**src/include/trig_route_pkg.sv**
```systemverilog
// Purpose: constants and carriers for the trigger routing block
// Assumes: 50 MHz system clock, four slot channels in two sensor pairs
// Notes:   register addresses are word indices on the plain register port
package trig_route_pkg;

   localparam int          NCH        = 4;
   localparam int          AW         = 4;
   localparam int          DW         = 32;

   // register addresses
   localparam logic [3:0]  ADDR_SEL0  = 4'h0;
   localparam logic [3:0]  ADDR_CONN  = 4'h4;
   localparam logic [3:0]  ADDR_FOOT  = 4'h5;
   localparam logic [3:0]  ADDR_CTRL  = 4'h6;
   localparam logic [3:0]  ADDR_DUAL  = 4'h7;
   localparam logic [3:0]  ADDR_STAT  = 4'h8;

   // channel register fields
   localparam int          SEL_LSB    = 0;
   localparam int          REARM_BIT  = 8;
   localparam int          ARMED_BIT  = 16;
   // connector register fields
   localparam int          MODE_LSB   = 0;
   localparam int          CUSTOM_BIT = 4;
   // control register: return to local
   localparam int          LOCAL_BIT  = 0;

   // output event selector codes
   localparam logic [2:0]  SEL_NEVER      = 3'h0;
   localparam logic [2:0]  SEL_AVG_END    = 3'h1;
   localparam logic [2:0]  SEL_AVG_START  = 3'h2;
   localparam logic [2:0]  SEL_EDGE_A     = 3'h3;
   localparam logic [2:0]  SEL_STEP_DONE  = 3'h4;
   localparam logic [2:0]  SEL_SWEEP_DONE = 3'h5;
   localparam logic [2:0]  SEL_SWEEP_GO   = 3'h6;

   // connector modes and custom readback code
   localparam logic [1:0]  MODE_OFF   = 2'h0;
   localparam logic [1:0]  MODE_DEF   = 2'h1;
   localparam logic [1:0]  MODE_FWD   = 2'h2;
   localparam logic [1:0]  MODE_LOOP  = 2'h3;
   localparam logic [2:0]  MODE_CUSTOM_RD = 3'h4;

   // values after reset
   localparam logic [2:0]  SEL_RST    = SEL_NEVER;
   localparam logic        REARM_DEF  = 1'b1;
   localparam logic [1:0]  MODE_RST   = MODE_DEF;
   localparam logic        FOOT_RST   = 1'b0;
   localparam logic [1:0]  DUAL_RST   = 2'h0;

   // per-channel event sources from the slot module, same clock
   typedef struct packed {
      logic avg_end;
      logic avg_start;
      logic step_done;
      logic sweep_done;
      logic sweep_start;
      logic continuous;
      logic width_tick;
   } chan_evt_s;

   // register port request
   typedef struct packed {
      logic          wr;
      logic          rd;
      logic [AW-1:0] addr;
      logic [DW-1:0] wdata;
   } reg_req_s;

endpackage : trig_route_pkg

```
**src/trigger_routing_config.sv**
```systemverilog
// Purpose: per-slot output trigger selection and connector routing
// Assumes: slot events are one-cycle pulses on clk; pins are asynchronous
// Notes:   read data stands in the cycle after the read strobe only
//
// The implementer's own choices: strobed register access and the placing of the registers.

module trigger_routing_config
(
   input  wire logic                                    clk,
   input  wire logic                                    rst_n,
   input  wire trig_route_pkg::reg_req_s                req,
   output logic [trig_route_pkg::DW-1:0]                rdata,
   input  wire trig_route_pkg::chan_evt_s [trig_route_pkg::NCH-1:0] evt,
   input  wire logic [trig_route_pkg::NCH-1:0]          ttl_mod,
   input  wire logic                                    trig_in_pin,
   input  wire logic                                    pedal_pin,
   output logic                                         trig_out_pin,
   output logic                                         slot_in_trig,
   output logic [trig_route_pkg::NCH-1:0]               chan_fire
);

   localparam int N = trig_route_pkg::NCH;

   typedef struct packed {
      logic [N-1:0][2:0]               sel;
      logic [N-1:0]                    rearm;
      logic [N-1:0]                    armed;
      logic [1:0]                      mode;
      logic                            custom;
      logic                            foot;
      logic [1:0]                      dual;
      logic [N-1:0]                    ttl_s1;
      logic [N-1:0]                    ttl_s2;
      logic [N-1:0]                    ttl_p;
      logic                            tin_s1;
      logic                            tin_s2;
      logic                            tin_p;
      logic                            ped_s1;
      logic                            ped_s2;
      logic                            ped_p;
      logic [N-1:0]                    fire;
      logic                            trig_out;
      logic                            slot_in;
      logic [trig_route_pkg::DW-1:0]   rdata;
   } state_s;

   state_s q;
   state_s n;

   // event chosen by a channel selector
   function automatic logic chan_event
   (
      input logic [2:0]                sel,
      input trig_route_pkg::chan_evt_s e,
      input logic                      ttl_rise
   );
      case (sel)
         trig_route_pkg::SEL_AVG_END:    chan_event = e.avg_end;
         trig_route_pkg::SEL_AVG_START:  chan_event = e.avg_start;
         trig_route_pkg::SEL_EDGE_A:     chan_event = ttl_rise;
         trig_route_pkg::SEL_STEP_DONE:
            chan_event = e.continuous ? e.width_tick : e.step_done;
         trig_route_pkg::SEL_SWEEP_DONE: chan_event = e.sweep_done;
         trig_route_pkg::SEL_SWEEP_GO:   chan_event = e.sweep_start;
         default:                        chan_event = 1'b0;
      endcase
   endfunction : chan_event

   // odd channel of an enabled pair takes no writes
   function automatic logic is_slave
   (
      input logic [1:0] ch,
      input logic [1:0] dual
   );
      is_slave = ch[0] & dual[ch[1]];
   endfunction : is_slave

   always_comb
   begin
      logic [N-1:0] ttl_rise;
      logic         in_rise;
      logic         conn_on;
      logic         in_evt;
      logic         any_fire;
      logic [1:0]   ch;
      logic [1:0]   sl;
      ttl_rise = '0;
      in_rise  = 1'b0;
      conn_on  = 1'b0;
      in_evt   = 1'b0;
      any_fire = 1'b0;
      ch       = req.addr[1:0];
      sl       = {ch[1], 1'b1};
      n        = q;
      n.rdata    = '0;
      n.fire     = '0;
      n.trig_out = 1'b0;
      n.slot_in  = 1'b0;

      // pin synchronisers
      n.ttl_s1 = ttl_mod;
      n.ttl_s2 = q.ttl_s1;
      n.ttl_p  = q.ttl_s2;
      n.tin_s1 = trig_in_pin;
      n.tin_s2 = q.tin_s1;
      n.tin_p  = q.tin_s2;
      n.ped_s1 = pedal_pin;
      n.ped_s2 = q.ped_s1;
      n.ped_p  = q.ped_s2;
      ttl_rise = q.ttl_s2 & ~q.ttl_p;

      // channel output events
      for (int i = 0; i < N; i++)
      begin
         if (q.armed[i] && chan_event(q.sel[i], evt[i], ttl_rise[i]))
         begin
            n.fire[i] = 1'b1;
            if (!q.rearm[i])
            begin
               n.armed[i] = 1'b0;
            end
         end
      end
      any_fire = |n.fire;

      // connector routing
      in_rise = (q.tin_s2 & ~q.tin_p)
              | (q.foot & q.ped_s2 & ~q.ped_p);
      conn_on = (q.mode != trig_route_pkg::MODE_OFF) && !q.custom;
      in_evt  = conn_on && in_rise;
      n.trig_out = conn_on && (any_fire
                 || (q.mode == trig_route_pkg::MODE_FWD && in_evt));
      // loop feeds slots only, never back to the output
      n.slot_in  = in_evt || (conn_on
                 && q.mode == trig_route_pkg::MODE_LOOP && any_fire);

      // register writes, applied after firing so arming wins
      if (req.wr)
      begin
         if (req.addr[3:2] == trig_route_pkg::ADDR_SEL0[3:2])
         begin
            if (!is_slave(ch, q.dual))
            begin
               n.sel[ch]   = req.wdata[trig_route_pkg::SEL_LSB +: 3];
               n.rearm[ch] = req.wdata[trig_route_pkg::REARM_BIT];
               n.armed[ch] = 1'b1;
               if (!ch[0] && q.dual[ch[1]])
               begin
                  n.sel[sl]   = n.sel[ch];
                  n.rearm[sl] = n.rearm[ch];
                  n.armed[sl] = 1'b1;
               end
            end
         end
         else
         begin
            case (req.addr)
               trig_route_pkg::ADDR_CONN:
               begin
                  n.mode   = req.wdata[trig_route_pkg::MODE_LSB +: 2];
                  n.custom = req.wdata[trig_route_pkg::CUSTOM_BIT];
               end
               trig_route_pkg::ADDR_FOOT:
                  n.foot = req.wdata[0];
               trig_route_pkg::ADDR_CTRL:
               begin
                  if (req.wdata[trig_route_pkg::LOCAL_BIT])
                  begin
                     n.rearm = {N{trig_route_pkg::REARM_DEF}};
                  end
               end
               trig_route_pkg::ADDR_DUAL:
                  n.dual = req.wdata[1:0];
               default:
                  n.dual = q.dual;
            endcase
         end
      end

      // register reads
      if (req.rd)
      begin
         if (req.addr[3:2] == trig_route_pkg::ADDR_SEL0[3:2])
         begin
            n.rdata[trig_route_pkg::SEL_LSB +: 3]   = q.sel[ch];
            n.rdata[trig_route_pkg::REARM_BIT]      = q.rearm[ch];
            n.rdata[trig_route_pkg::ARMED_BIT]      = q.armed[ch];
         end
         else
         begin
            case (req.addr)
               trig_route_pkg::ADDR_CONN:
                  n.rdata[2:0] = q.custom ? trig_route_pkg::MODE_CUSTOM_RD
                                          : {1'b0, q.mode};
               trig_route_pkg::ADDR_FOOT:
                  n.rdata[0] = q.foot;
               trig_route_pkg::ADDR_DUAL:
                  n.rdata[1:0] = q.dual;
               trig_route_pkg::ADDR_STAT:
                  n.rdata[N-1:0] = q.armed;
               default:
                  n.rdata = '0;
            endcase
         end
      end
   end

   always_ff @(posedge clk or negedge rst_n)
   begin
      if (!rst_n)
      begin
         q       <= '0;
         q.sel   <= {N{trig_route_pkg::SEL_RST}};
         q.rearm <= {N{trig_route_pkg::REARM_DEF}};
         q.mode  <= trig_route_pkg::MODE_RST;
         q.foot  <= trig_route_pkg::FOOT_RST;
         q.dual  <= trig_route_pkg::DUAL_RST;
      end
      else
      begin
         q <= n;
      end
   end

   assign rdata        = q.rdata;
   assign trig_out_pin = q.trig_out;
   assign slot_in_trig = q.slot_in;
   assign chan_fire    = q.fire;
endmodule : trigger_routing_config

```
**config.mk**
```make
export PLATFORM = sky130hd
export DESIGN_NAME = trigger_routing_config
export DESIGN_NICKNAME = d
export VERILOG_FILES = /design/src/include/trig_route_pkg.sv /design/src/trigger_routing_config.sv
export SDC_FILE = /design/constraint.sdc
export NUM_CORES = 1
export LEC_CHECK = 0
export BUFFER_PORTS_ARGS = -buffer_cell sky130_fd_sc_hd__buf_2
export CAP_MARGIN = 20
export CORE_UTILIZATION = 50
export CTS_BUF_LIST = sky130_fd_sc_hd__clkbuf_4
export CTS_CLUSTER_SIZE = 10
export DETAILED_ROUTE_END_ITERATION = 10
export GPL_ROUTABILITY_DRIVEN = 0
export GPL_TIMING_DRIVEN = 0
export PLACE_DENSITY_LB_ADDON = 0.08
export SYNTH_ARGS = -nofsm -noshare
export SYNTH_HDL_FRONTEND = slang
export SYNTH_SLANG_ARGS = --single-unit
```
**constraint.sdc**
```tcl
create_clock -name clk -period 1.9 [get_ports clk]
set_clock_uncertainty 0.2 [all_clocks]
set_input_delay 0.38 -clock clk [delete_from_list [all_inputs] [get_ports clk]]
set_output_delay 0.38 -clock clk [all_outputs]
set_load 0.03 [all_outputs]
```
==> flow_metrics.py <==
metrics = {
    "route": {
        "wl_per_cell_um": 12.6,
        "first_pass_iters": 4,
        "vias": 2057,
        "drt_wl_total_um": 5340,
        "postRouteAntennaNets": 0,
        "drc": 0,
        "vias_per_cell": 4.87,
        "drtIter0Drc": 103,
    },
    "min_path": {
        "hold_class": "in2reg",
    },
    "floorplanning": {
        "core.rowCount": 27,
        "start_util_pct": 51.9,
        "die_w_um": 77.6,
        "core_mm2": 0.00551,
        "dieArea_mm2": 0.00602,
        "die_y_um": 77.6,
        "ios": 112,
    },
    "placement": {
        "port_buffers": 56,
        "place_area_mm2": 0.00334,
        "hpwl_um": 4110,
        "dp.cells": 405,
    },
    "global_route": {
        "first_global_vias": 1904,
        "grt_pass1_wl_um": 8860,
        "grt_usage_pct": 19.3,
        "antenna_found_initial": 0,
        "overflow": 0,
        "grt_start_max_net_pins": 30,
    },
    "worst_setup_path": {
        "cp_data_required_time_ps": 2010,
        "setup.worst_path.start_class": "flip-flop",
        "end_kind": "flip-flop",
        "slowest_delay_ps": 490,
        "path_class": "reg2reg",
        "cpMaxStageDelayCell": "dfrtp_2",
        "cp.arrival_ps": 2000,
        "crit_path_cell_trace": "or3b_4 -> o2111ai_2 -> o2111ai_4 -> nor2_4 -> nor4_2 -> o31ai_2",
        "worstPathMaxFanout": 8,
    },
    "run": {
        "maxCapViolations": 0,
    },
    "synth": {
        "yosys.area.top_type": "dfrtp_1",
        "synth-seq-area-share_pct": 49.2,
        "synth_area_leaders": "dfrtp_1 (45%), buf_4 (9.5%), mux2_1 (7.9%)",
        "synthDistinctLibCells": 48,
        "synth-main-ff-cell": "dfrtp_1",
        "synth.top_cell.area_share_pct": 44.6,
        "yosysWarningCount": 0,
        "netlist_area_mm2": 0.00286,
        "yosys_register_bits": 56,
        "netlist_instances": 251,
        "synth-edff-count": 0,
        "syn_avg_cell_area_um2": 11.4,
        "async_flop_share_pct": 100,
    },
    "final_layout": {
        "most-common-layout-cells": "buf_2 (59), dfrtp_1 (48), buf_4 (37), conb_1 (26), mux2_1 (20)",
        "antenna_cells": 0,
        "final_util_pct": 63.5,
        "final_area_mm2": 0.00350,
        "fill_cells": 476,
        "drive_gt1_share_pct": 38.9,
        "syn_to_final_growth_pct": 22.3,
        "instances_no_fill": 422,
        "nets": 423,
        "final_common_cell": "buf_2",
    },
    "clock_tree": {
        "cts_max_path_buffers": 2,
        "cts_sinks": 56,
        "cts_tree": "done",
        "cts-root-buf": "clkbuf_4",
        "clock_latency_ps": 380,
        "ctsHtreeMaxLevel": 2,
        "path_clk_slew_ps": 160,
        "cts_buffers": 5,
    },
    "timing": {
        "hold_viol": 0,
        "worst_slew_pin_slew_ps": 646,
        "max_freq_ghz": 0.530,
        "slew_violations": 0,
        "setup_tns_ps": 0,
        "finalSetupViolations": 0,
        "slew_headroom_pct": 56.9,
        "layout_min_cycle_time_ps": 1890,
        "rsz0062_at_grt": "yes",
        "post-route-period-util_pct": 99.2,
    },
    "power": {
        "peakVddDrop_mv": 0.550,
        "power_uw": 3320,
        "total_leakage_power_uw": 0.00172,
        "powerDensity_mw_per_mm2": 948,
    },
    "outcome": {
        "outcome": "finished clean",
    },
}
-- sequential cells by signal (all words and copies together) (netlist names) --
signal and count:
n 12, rdata 6, slot_in_trig 1, q 32, trig_out_pin 1, chan_fire 4
-- cell families after synthesis --
group | after synthesis | synth area share (%)
AO/OA/AOI/OAI | 49 | 12.4
XOR/XNOR | 2 | 0.613
buffers and inverters | 48 | 11.4
flip-flops | 56 | 49.2
multiplexers | 27 | 12.6
other | 1 | 0.131
AND/OR/NAND/NOR | 68 | 13.6
-- critical path: cells and delay by family, from the launching register on --
family	cells	cell delay [ps]
AOI/OAI and AO/OA	3	470
DFF	1	490
and+or+nand+nor	3	660
-- stage by stage --
step | worst slack (ps) | hold WS, ps
after detailed placement | -172 | 136
after global placement | -156 | 132
after floorplan | 137 | -116
after CTS | 17.4 | 41.7
final | 14.9 | 48.4
after global routing | -63.9 | 39.4
-- repair_timing --
item | CTS | global route
buffers inserted | 0 | 1
setup endpoints to repair | 1 | 2
pin swaps | 0 | 2
hold buffers | 8 | 0
resized for setup | 1 | 3
endpoints found under the hold margin | 32 | 0
-- layer usage --
layer  GRT usage, %  up-vias  share of wire, %
met1           25.5      953                46
met5              0        -                 0
met3           4.12       10               5.5
li1               -     1022                 -
met2           31.5       72                47
met4           6.79        0               1.7
-- cell usage after synthesis, drive strengths merged (5+ instances only) --
cell,number
dfrtp,51
buf,40
mux2,21
nand2,16
nor2,14
o21ai,13
a21oi,12
nor2b,9
inv,7
o31ai,7
a31oi,5
dfstp,5
mux4,5
-- cell type report --
type,count,area [um^2],area share [%]
Timing Repair Buffer,66,388,11.1
Buffer,41,300,8.59
Clock inverter,3,22.5,0.644
Clock buffer,5,37.5,1.07
Sequential cell,56,1410,40.4
Tap cell,72,90.1,2.58
Inverter,7,26.3,0.751
Multi-Input combinational cell,172,1220,34.9
-- final timing paths --
check | startpoint | to | slack, ps | cells past startpoint
hold / removal | req[36] | rdata[2] | 50 | 2
setup reg to reg | q[75] | trig_out_pin | 10 | 6
setup / recovery | q[75] | trig_out_pin | 10 | 6
max in group asynchronous | rst_n | q[66] | 510 | 3
hold reg to reg | n[48] | n[44] | 170 | 0
min in group asynchronous | rst_n | n[44] | 360 | 2
-- power by group --
part	switching [uW]	internal, uW	total (uW)
logic	562	520	1080
clock network	384	150	534
registers	257	1440	1700
(Power assumes the default switching activity.)
